### config.mk
export PLATFORM = sky130hd
export DESIGN_NAME = cise_top
export DESIGN_NICKNAME = d
export VERILOG_FILES = /design/src/rtl/cise_ack_fmt.v /design/src/rtl/cise_top.v
export VERILOG_INCLUDE_DIRS = /design/src /design/src/pkg
export SDC_FILE = /design/constraint.sdc
export NUM_CORES = 1
export LEC_CHECK = 0
export BUFFER_PORTS_ARGS = -buffer_cell sky130_fd_sc_hd__buf_4
export CAP_MARGIN = 15
export CORE_AREA = 2 2 84 102
export DETAILED_ROUTE_END_ITERATION = 10
export DIE_AREA = 0 0 86 104
export MAX_ROUTING_LAYER = met4
export PLACE_DENSITY = 0.85
export REMOVE_ABC_BUFFERS = 1
export SLEW_MARGIN = 5
export SYNTH_ARGS = -nofsm -noshare
export SYNTH_HDL_FRONTEND = slang
export SYNTH_SLANG_ARGS = --single-unit
export TNS_END_PERCENT = 30
### constraint.sdc
create_clock -name ref_clk_i -period 2.9 [get_ports ref_clk_i]
set_clock_uncertainty 0.15 [all_clocks]
set_input_delay 0.29 -clock ref_clk_i [delete_from_list [all_inputs] [get_ports ref_clk_i]]
set_output_delay 0.29 -clock ref_clk_i [all_outputs]
set_load 0.05 [all_outputs]
### src/pkg/cise_map.vh
// Field positions, encodings and constants of the sysreg enable / ack block
`ifndef CISE_MAP_VH
`define CISE_MAP_VH

// ----------------------------------------------------------------------
// Hypervisor enable register fields
// ----------------------------------------------------------------------
`define CISE_HSRE_SRE 0
`define CISE_HSRE_DFB 1
`define CISE_HSRE_DIB 2
`define CISE_HSRE_EN 3
`define CISE_HSRE_W 4
`define CISE_HSRE_RST 4'h0

// ----------------------------------------------------------------------
// Access encodings and levels
// ----------------------------------------------------------------------
`define CISE_ENC_NONE 2'h0
`define CISE_ENC_HSRE 2'h1
`define CISE_ENC_IAR0 2'h2
`define CISE_ENC_EL1SRE 2'h3
`define CISE_LVL_EL0 2'h0
`define CISE_LVL_EL1 2'h1
`define CISE_LVL_EL2 2'h2
`define CISE_LVL_EL3 2'h3

// ----------------------------------------------------------------------
// Acknowledge word
// ----------------------------------------------------------------------
`define CISE_ID_W 24
`define CISE_ID_NARROW 16
`define CISE_ID_SPUR_SEC 24'h0003fc
`define CISE_ID_SPUR_NS 24'h0003fd
`define CISE_ID_SPUR 24'h0003ff
`define CISE_WHY_NONE 2'h0
`define CISE_WHY_SEC 2'h1
`define CISE_WHY_NS 2'h2

// ----------------------------------------------------------------------
// Timing
// ----------------------------------------------------------------------
`define CISE_SYNC_MASKED 2'h2
`define CISE_SYNC_OPEN 2'h1

`endif

### src/rtl/cise_ack_fmt.v
// Acknowledge word formatter with registered read data
`timescale 1ns/1ps
`include "cise_map.vh"

module cise_ack_fmt #(
    parameter ID_BITS = 24
) (
    // Clock and reset
    input wire ref_clk_i,
    input wire rst_n_i,
    // Load strobe and raw id
    input wire load_i,
    input wire [`CISE_ID_W-1:0] id_i,
    // Formatted word
    output reg [31:0] word_q
);

    // ------------------------------------------------------------------
    // Mask unimplemented id bits
    // ------------------------------------------------------------------
    wire [`CISE_ID_W-1:0] id_m;

    genvar gi;
    generate
        for (gi = 0; gi < `CISE_ID_W; gi = gi + 1) begin : g_bit
            assign id_m[gi] = (gi < ID_BITS) ? id_i[gi] : 1'b0;
        end
    endgenerate

    // ------------------------------------------------------------------
    // Register
    // ------------------------------------------------------------------
    always @(posedge ref_clk_i or negedge rst_n_i) begin
        if (!rst_n_i) begin
            word_q <= 32'h00000000;
        end else if (load_i) begin
            word_q <= {8'h00, id_m};
        end
    end

endmodule

### src/rtl/cise_top.v
// Hypervisor sysreg enable register and group 0 acknowledge read path
`timescale 1ns/1ps
`include "cise_map.vh"

module cise_top #(
    parameter HAS_EL3 = 1,
    parameter IRQ_BYPASS = 1,
    parameter FIQ_BYPASS = 1,
    parameter SRE_ONLY = 0,
    parameter ID_BITS = 24
) (
    // Clock and reset
    input wire ref_clk_i,
    input wire rst_n_i,
    // Access request from the core
    input wire req_i,
    input wire req_write_i,
    input wire [1:0] req_enc_i,
    input wire [1:0] req_level_i,
    input wire req_nonsecure_i,
    input wire req_monitor_mode_i,
    input wire [31:0] req_wdata_i,
    // Core state
    input wire pe_irq_masked_i,
    input wire top_level_a64_i,
    // Control bits held elsewhere
    input wire security_disable_ctl_i,
    input wire hyp_fiq_route_ctl_i,
    input wire hyp_coproc_trap_ctl_i,
    input wire trap_all_group0_ctl_i,
    input wire monitor_fiq_route_ctl_i,
    input wire [3:0] monitor_sysreg_enable_reg_i,
    input wire top_level_enable_i,
    input wire [3:0] el1_sysreg_enable_reg_i,
    // Highest pending group 0 interrupt
    input wire pend_valid_i,
    input wire [1:0] pend_why_i,
    input wire [`CISE_ID_W-1:0] pend_id_i,
    // Response to the core
    output reg req_ready_o,
    output reg resp_valid_o,
    output reg [31:0] resp_rdata_o,
    output reg resp_undef_o,
    output reg resp_trap_el2_o,
    output reg resp_trap_el3_o,
    output reg resp_virtual_o,
    // Acknowledge to the priority logic
    output reg ack_o,
    output reg [`CISE_ID_W-1:0] ack_id_o,
    // Write-through of bypass bits to monitor copy
    output reg mon_bypass_we_o,
    output reg [1:0] mon_bypass_wdata_o,
    // Effective controls
    output reg irq_bypass_disable_o,
    output reg fiq_bypass_disable_o,
    output reg sysreg_interface_select_o,
    output reg el1_enable_trap_o
);

    // ------------------------------------------------------------------
    // States
    // ------------------------------------------------------------------
    localparam S_IDLE = 4'b0001;
    localparam S_EVAL = 4'b0010;
    localparam S_SYNC = 4'b0100;
    localparam S_RESP = 4'b1000;

    reg [3:0] state_q;
    reg [3:0] state_d;
    reg req_write_q;
    reg [1:0] req_enc_q;
    reg [1:0] req_level_q;
    reg req_ns_q;
    reg req_mon_q;
    reg [31:0] req_wdata_q;
    reg [1:0] sync_cnt_q;

    // Hypervisor enable register storage
    reg [`CISE_HSRE_W-1:0] hsre_q;

    // ------------------------------------------------------------------
    // Register read view
    // ------------------------------------------------------------------
    wire dib_rd;
    wire dfb_rd;
    wire sre_rd;
    wire [31:0] hsre_rd;

    assign dib_rd = (IRQ_BYPASS == 0) ? 1'b1 :
        (HAS_EL3 != 0) ? monitor_sysreg_enable_reg_i[`CISE_HSRE_DIB] :
        hsre_q[`CISE_HSRE_DIB];
    assign dfb_rd = (FIQ_BYPASS == 0) ? 1'b1 :
        (HAS_EL3 != 0) ? monitor_sysreg_enable_reg_i[`CISE_HSRE_DFB] :
        hsre_q[`CISE_HSRE_DFB];
    assign sre_rd = (SRE_ONLY != 0) ? 1'b1 : hsre_q[`CISE_HSRE_SRE];
    assign hsre_rd = {28'h0000000, hsre_q[`CISE_HSRE_EN], dib_rd, dfb_rd, sre_rd};

    // Enable bit behaves as one while select is zero
    wire en_eff;
    assign en_eff = hsre_q[`CISE_HSRE_EN] | ~sre_rd;

    // ------------------------------------------------------------------
    // Access decision
    // ------------------------------------------------------------------
    reg dec_undef;
    reg dec_trap2;
    reg dec_trap3;
    reg dec_virt;
    wire a32_top;
    wire ns_el1;

    assign a32_top = (HAS_EL3 != 0) && !top_level_a64_i;
    assign ns_el1 = (req_level_q == `CISE_LVL_EL1) && req_ns_q;

    always @* begin
        dec_undef = 1'b0;
        dec_trap2 = 1'b0;
        dec_trap3 = 1'b0;
        dec_virt = 1'b0;
        case (req_enc_q)
            `CISE_ENC_HSRE: begin
                if (req_level_q == `CISE_LVL_EL1 || req_level_q == `CISE_LVL_EL0) begin
                    if (ns_el1 && hyp_coproc_trap_ctl_i) begin
                        dec_trap2 = 1'b1;
                    end else begin
                        dec_undef = 1'b1;
                    end
                end else if (req_level_q == `CISE_LVL_EL2 && HAS_EL3 != 0) begin
                    if (top_level_a64_i && !top_level_enable_i) begin
                        dec_trap3 = 1'b1;
                    end else if (!top_level_a64_i &&
                        !monitor_sysreg_enable_reg_i[`CISE_HSRE_EN]) begin
                        dec_undef = 1'b1;
                    end
                end
            end
            `CISE_ENC_EL1SRE: begin
                if (req_level_q == `CISE_LVL_EL0) begin
                    dec_undef = 1'b1;
                end else if (ns_el1 && !en_eff) begin
                    dec_trap2 = 1'b1;
                end
            end
            `CISE_ENC_IAR0: begin
                if (req_level_q == `CISE_LVL_EL0) begin
                    dec_undef = 1'b1;
                end else if (req_level_q == `CISE_LVL_EL1) begin
                    if (!el1_sysreg_enable_reg_i[`CISE_HSRE_SRE]) begin
                        dec_undef = 1'b1;
                    end else if (ns_el1 && hyp_coproc_trap_ctl_i) begin
                        dec_trap2 = 1'b1;
                    end else if (ns_el1 && trap_all_group0_ctl_i) begin
                        dec_trap2 = 1'b1;
                    end else if (HAS_EL3 != 0 && monitor_fiq_route_ctl_i &&
                        !hyp_fiq_route_ctl_i && req_ns_q) begin
                        dec_undef = a32_top;
                        dec_trap3 = !a32_top;
                    end else if (HAS_EL3 != 0 && monitor_fiq_route_ctl_i &&
                        !req_ns_q && !a32_top) begin
                        dec_trap3 = 1'b1;
                    end else if (ns_el1 && hyp_fiq_route_ctl_i) begin
                        dec_virt = 1'b1;
                    end
                end else if (req_level_q == `CISE_LVL_EL2) begin
                    if (!sre_rd) begin
                        dec_undef = 1'b1;
                    end else if (HAS_EL3 != 0 && monitor_fiq_route_ctl_i) begin
                        dec_undef = a32_top;
                        dec_trap3 = !a32_top;
                    end
                end else begin
                    if (!monitor_sysreg_enable_reg_i[`CISE_HSRE_SRE]) begin
                        dec_undef = 1'b1;
                    end else if (a32_top && monitor_fiq_route_ctl_i && !req_mon_q) begin
                        dec_undef = 1'b1;
                    end
                end
            end
            default: begin
                dec_undef = 1'b1;
            end
        endcase
    end

    wire dec_ok;
    wire iar_take;
    wire hsre_wr;
    wire [`CISE_ID_W-1:0] iar_id;

    assign dec_ok = !dec_undef && !dec_trap2 && !dec_trap3;
    // Writes through the ack encoding change nothing
    assign iar_take = (state_q == S_EVAL) && dec_ok && !dec_virt && !req_write_q &&
        (req_enc_q == `CISE_ENC_IAR0);
    assign hsre_wr = (state_q == S_EVAL) && dec_ok && req_write_q &&
        (req_enc_q == `CISE_ENC_HSRE);
    assign iar_id = pend_valid_i ? pend_id_i :
        (pend_why_i == `CISE_WHY_SEC) ? `CISE_ID_SPUR_SEC :
        (pend_why_i == `CISE_WHY_NS) ? `CISE_ID_SPUR_NS :
        `CISE_ID_SPUR;

    // ------------------------------------------------------------------
    // Acknowledge word
    // ------------------------------------------------------------------
    wire [31:0] iar_word;

    cise_ack_fmt #(
        .ID_BITS(ID_BITS)
    ) u_fmt (
        .ref_clk_i(ref_clk_i),
        .rst_n_i(rst_n_i),
        .load_i(iar_take),
        .id_i(iar_id),
        .word_q(iar_word)
    );

    // ------------------------------------------------------------------
    // Sequencer
    // ------------------------------------------------------------------
    always @* begin
        state_d = state_q;
        case (state_q)
            S_IDLE: begin
                if (req_i) begin
                    state_d = S_EVAL;
                end
            end
            S_EVAL: begin
                state_d = iar_take ? S_SYNC : S_RESP;
            end
            S_SYNC: begin
                if (sync_cnt_q == 2'h0) begin
                    state_d = S_RESP;
                end
            end
            S_RESP: begin
                state_d = S_IDLE;
            end
            default: begin
                state_d = S_IDLE;
            end
        endcase
    end

    always @(posedge ref_clk_i or negedge rst_n_i) begin
        if (!rst_n_i) begin
            state_q <= S_IDLE;
            req_write_q <= 1'b0;
            req_enc_q <= `CISE_ENC_NONE;
            req_level_q <= `CISE_LVL_EL0;
            req_ns_q <= 1'b0;
            req_mon_q <= 1'b0;
            req_wdata_q <= 32'h00000000;
            sync_cnt_q <= 2'h0;
        end else begin
            state_q <= state_d;
            if (state_q == S_IDLE && req_i) begin
                req_write_q <= req_write_i;
                req_enc_q <= req_enc_i;
                req_level_q <= req_level_i;
                req_ns_q <= req_nonsecure_i;
                req_mon_q <= req_monitor_mode_i;
                req_wdata_q <= req_wdata_i;
            end
            // Masked reads wait until activation shows on the lines
            if (iar_take) begin
                sync_cnt_q <= pe_irq_masked_i ? `CISE_SYNC_MASKED : `CISE_SYNC_OPEN;
            end else if (sync_cnt_q != 2'h0) begin
                sync_cnt_q <= sync_cnt_q - 2'h1;
            end
        end
    end

    // ------------------------------------------------------------------
    // Hypervisor enable register
    // ------------------------------------------------------------------
    always @(posedge ref_clk_i or negedge rst_n_i) begin
        if (!rst_n_i) begin
            hsre_q <= `CISE_HSRE_RST;
            mon_bypass_we_o <= 1'b0;
            mon_bypass_wdata_o <= 2'h0;
        end else begin
            mon_bypass_we_o <= 1'b0;
            if (hsre_wr) begin
                hsre_q[`CISE_HSRE_EN] <= req_wdata_q[`CISE_HSRE_EN];
                if (SRE_ONLY == 0) begin
                    hsre_q[`CISE_HSRE_SRE] <= req_wdata_q[`CISE_HSRE_SRE];
                end
                if (HAS_EL3 == 0) begin
                    if (IRQ_BYPASS != 0) begin
                        hsre_q[`CISE_HSRE_DIB] <= req_wdata_q[`CISE_HSRE_DIB];
                    end
                    if (FIQ_BYPASS != 0) begin
                        hsre_q[`CISE_HSRE_DFB] <= req_wdata_q[`CISE_HSRE_DFB];
                    end
                end else if (security_disable_ctl_i) begin
                    mon_bypass_we_o <= 1'b1;
                    mon_bypass_wdata_o <= {
                        (IRQ_BYPASS != 0) ? req_wdata_q[`CISE_HSRE_DIB] : dib_rd,
                        (FIQ_BYPASS != 0) ? req_wdata_q[`CISE_HSRE_DFB] : dfb_rd};
                end
            end
        end
    end

    // ------------------------------------------------------------------
    // Outputs
    // ------------------------------------------------------------------
    always @(posedge ref_clk_i or negedge rst_n_i) begin
        if (!rst_n_i) begin
            req_ready_o <= 1'b0;
            resp_valid_o <= 1'b0;
            resp_rdata_o <= 32'h00000000;
            resp_undef_o <= 1'b0;
            resp_trap_el2_o <= 1'b0;
            resp_trap_el3_o <= 1'b0;
            resp_virtual_o <= 1'b0;
            ack_o <= 1'b0;
            ack_id_o <= {`CISE_ID_W{1'b0}};
            irq_bypass_disable_o <= 1'b0;
            fiq_bypass_disable_o <= 1'b0;
            sysreg_interface_select_o <= 1'b0;
            el1_enable_trap_o <= 1'b0;
        end else begin
            req_ready_o <= (state_d == S_IDLE);
            resp_valid_o <= (state_d == S_RESP);
            ack_o <= iar_take && pend_valid_i;
            if (iar_take) begin
                ack_id_o <= iar_id;
            end
            if (state_q == S_EVAL) begin
                resp_undef_o <= dec_undef;
                resp_trap_el2_o <= dec_trap2;
                resp_trap_el3_o <= dec_trap3;
                resp_virtual_o <= dec_virt && dec_ok;
                resp_rdata_o <= 32'h00000000;
                if (dec_ok && !req_write_q) begin
                    if (req_enc_q == `CISE_ENC_HSRE) begin
                        resp_rdata_o <= hsre_rd;
                    end else if (req_enc_q == `CISE_ENC_EL1SRE) begin
                        resp_rdata_o <= {28'h0000000, el1_sysreg_enable_reg_i};
                    end
                end
            end else if (state_q == S_SYNC && state_d == S_RESP) begin
                resp_rdata_o <= iar_word;
            end
            irq_bypass_disable_o <= dib_rd;
            fiq_bypass_disable_o <= dfb_rd;
            sysreg_interface_select_o <= sre_rd;
            el1_enable_trap_o <= ~en_eff;
        end
    end

endmodule

==> impl_results.md <==
* Mapped Cells at 352
* Switch Pwr at 0.002002 W
* DP Wirelength at about 6300 microns
* Clock Tree Root: clkbuf_8
* Met2 GRT Util at between 30% and 40%
* IO Port Bufs at approximately 120
* Max Buffers Root-to-Sink at 2
* Synth top cells by count: 80 x dfrtp_1, 66 x nand2_1, 27 x o21ai_0
* Largest net degree at the start of global routing at 82
* Clk sinks at 81
* Routability Congestion at ~0.84
* Via Count at just under 3000
* Synth Flop Type: dfrtp_1
* Core area at roughly 8000 sq um
* Row cnt at 36
* Vias in the first global route at 3100
* Asr flop ratio synth at 100.0%
* Status: complete, no violations
* Final Util at around three fifths
* Chip Width at between 80 and 90 microns
* Max Slew Vio Count at 0
* Final setup vio count at 0
* Most frequent cell after synthesis: dfrtp_1
* P_int at about 0.0026 W
* Antenna Cells at 0
* DRT antenna net count at 0
* Worst slew pin tran at about 1 ns
* Leak at between 2 and 3 nW
* Critical path startpoint category: flip-flop
* Comb pwr share at between 40% and 50%
* Synth area leaders: dfrtp_1 54%, nand2_1 6.7%, mux2i_1 5.1%
* Critical path type: flip-flop to flip-flop
* Worst-path clk slew at 0.08 ns
* Switch share at ~44%
* Initial core utilization at a little under half
* First-pass GRT wire length at about 14000 microns
* Synth top area share at a little over half
* Clk pwr share at between 15 and 20%
* Fin worst setup slack at 0.4221 ns
* Worst Path Arrival at approximately 2.6 ns
* Syn Std Cell Area at approximately 3700 sq um
* Met3 global-route usage at 5.397%
* Max-capacitance violation count at 0
* Nets at 570
* Post-CTS Setup Bufs at 0
* Antenna violations before repair at 0
* Insertion delay to the later sink of the worst-skew pair at ~0.34 ns
* Slew HR at 33.69%
* Detailed router's first-iteration violation count at 113
* Yosys top cell by area: dfrtp_1
* DR WL/cell at about 15 microns
* RSZ-0062 raised after global routing: no
* Vias per Instance at between 5 and 6
* Post-place setup slack at approximately 0.44 ns
* DRT Pass-1 Iters at 4
* Final critical-path required period at around 2.5 ns
* Seq pwr share at ~38%
* CTS tree: built
* Worst vdd ir at between 0.4 and 0.5 mV
* CTS Buf Count at 9
* Setup TNS at 0 ns
* Fillers at between 600 and 700
* Hold WC Path Type: input port to flip-flop
* Final period util at 85.44%
* EDFF count, synth at 0
* Seq cells post-synth at ~80
* Global route overflow at 0
* Num ports at 155
* Final Hold Viols at 0
* Max Fclk at between 0.4 and 0.5 GHz
* PwrDens at between 900 and 1000 nW/um^2
* Layout cells sized above 1 at 32.44%
* Met1 Use GR at between 20% and 30%
* Full die area at 8944 sq um
* Sequential area share after synthesis at between 50% and 60%
* DRC at 0
* CTS HTree Levels at 3
* CP Capture Type: flip-flop
* GRT Total Usage at between 20% and 30%
* Syn Area/Cell at around 11 sq um
* DRT Wirelength at just under 9000 microns
* CP Data Required Time at 2.98 ns
* Die Ht at around 100 microns
* Area added between synthesis and finish at 33.10%
* Crit path max fanout at 30
* YS warnings at 0
* Busiest grt layer: met2
* Synth unique cells at 46
[metal layers]
layer | part of all wire [%] | wire, microns
met5 | 0 | 0
met4 | 0.72 | 63
met3 | 5.8 | 505
met2 | 52 | 4549
met1 | 41 | 3599
[worst paths after layout]
kind / slack (ns) / from / to / depth (start not counted)
worst min-delay path: 0.005 / req_enc_i[1] / req_enc_q[1] / 3
worst min register to register: 0.33 / req_wdata_q[1] / req_wdata_q[1] / 2
worst max register to register: 0.42 / req_enc_q[0] / u_fmt.word_q[4] / 9
max in group asynchronous: 1.45 / rst_n_i / ack_o / 2
worst max-delay path: 0.42 / req_enc_q[0] / u_fmt.word_q[4] / 9
min in group asynchronous: 0.49 / rst_n_i / req_enc_q[0] / 2
[flip-flops by register name, indices dropped and copies added (netlist names), 2 cells and up]
| signal | flops |
|---|---|
| resp_rdata_o | 24 |
| req_level_q | 2 |
| mon_bypass_wdata_o | 2 |
| req_wdata_q | 4 |
| u_fmt.word_q | 24 |
| req_enc_q | 2 |
| sync_cnt_q | 2 |
| state_q | 4 |
[logic make-up (layout without fill, tap and decap cells)]
group                    count (synthesis)  after routing  share of synthesized area [%]
multiplexers                            35             35                          11.10
flip-flops                              81             81                          54.69
XOR/XNOR                                 1              1                         0.2362
buffers and inverters                   48            173                          6.107
AND/OR/NAND/NOR                        129            129                          16.87
adder cells (fa/ha/maj)                  6              6                          2.024
AO/OA/AOI/OAI                           51             51                          8.873
other                                    1              8                         0.1011
[critical path: stages, from the launching register on]
cell and delay [ns]:
dfrtp_1 0.42, inv_1 0.10, ha_1 0.29, o211ai_1 0.12, a311oi_1 0.28, a21oi_2 0.12
o2111a_2 0.21, nand3_2 0.09, buf_12 0.24, mux2_4 0.33
[cell usage in the layout, fill, tap and decap left out, drive strengths merged, types with 4 or more instances in the layout]
cell type and instances:
clkbuf 13, o21ai 27, mux2 16, nand2b 12
and3 4, ha 6, dfrtp 80, a22oi 4
buf 123, mux2i 19, dlygate4sd3 10, conb 8
o32ai 4, nor2 8, inv 24, nand3 22
nand2 66
[power groups by stage]
stage               combinational [W]  sequential [W]  clock [W]
finish                        0.00207         0.00172   0.000786
global route                  0.00222         0.00176   0.000851
CTS                           0.00208         0.00172   0.000806
detailed placement            0.00207         0.00174          0
global placement              0.00202         0.00172          0
floorplan                    0.000683         0.00242          0
[per-stage QoR]
step	std cells	total power, W	cell area (sq um)	hold WS (ns)
floorplan	335	0.003102	3598	-0.1556
global placement	553	0.003738	4653	0.2599
detailed placement	553	0.003804	4653	0.2605
CTS	579	0.004606	4936	0.0007555
global route	579	0.004830	4936	0.009568
finish	579	0.004575	4936	0.005264
[repair_timing]
item,4_1_cts,5_1_grt
hold endpoints to repair,14,0
setup endpoints to repair,0,0
hold buffers,10,0
gates resized for setup,0,0
[cell type report]
| type | instances | area, sq um | share of cell area (%) |
|---|---|---|---|
| Clock buffer | 13 | 138.9 | 2.814 |
| Clock inverter | 3 | 43.79 | 0.8872 |
| Inverter | 24 | 90.09 | 1.825 |
| Multi-Input combinational cell | 230 | 1480 | 29.99 |
| Sequential cell | 81 | 2028 | 41.09 |
| Tap cell | 95 | 118.9 | 2.408 |
| Timing Repair Buffer | 133 | 1036 | 20.99 |
Note: power is estimated with default switching activity, not from simulation.
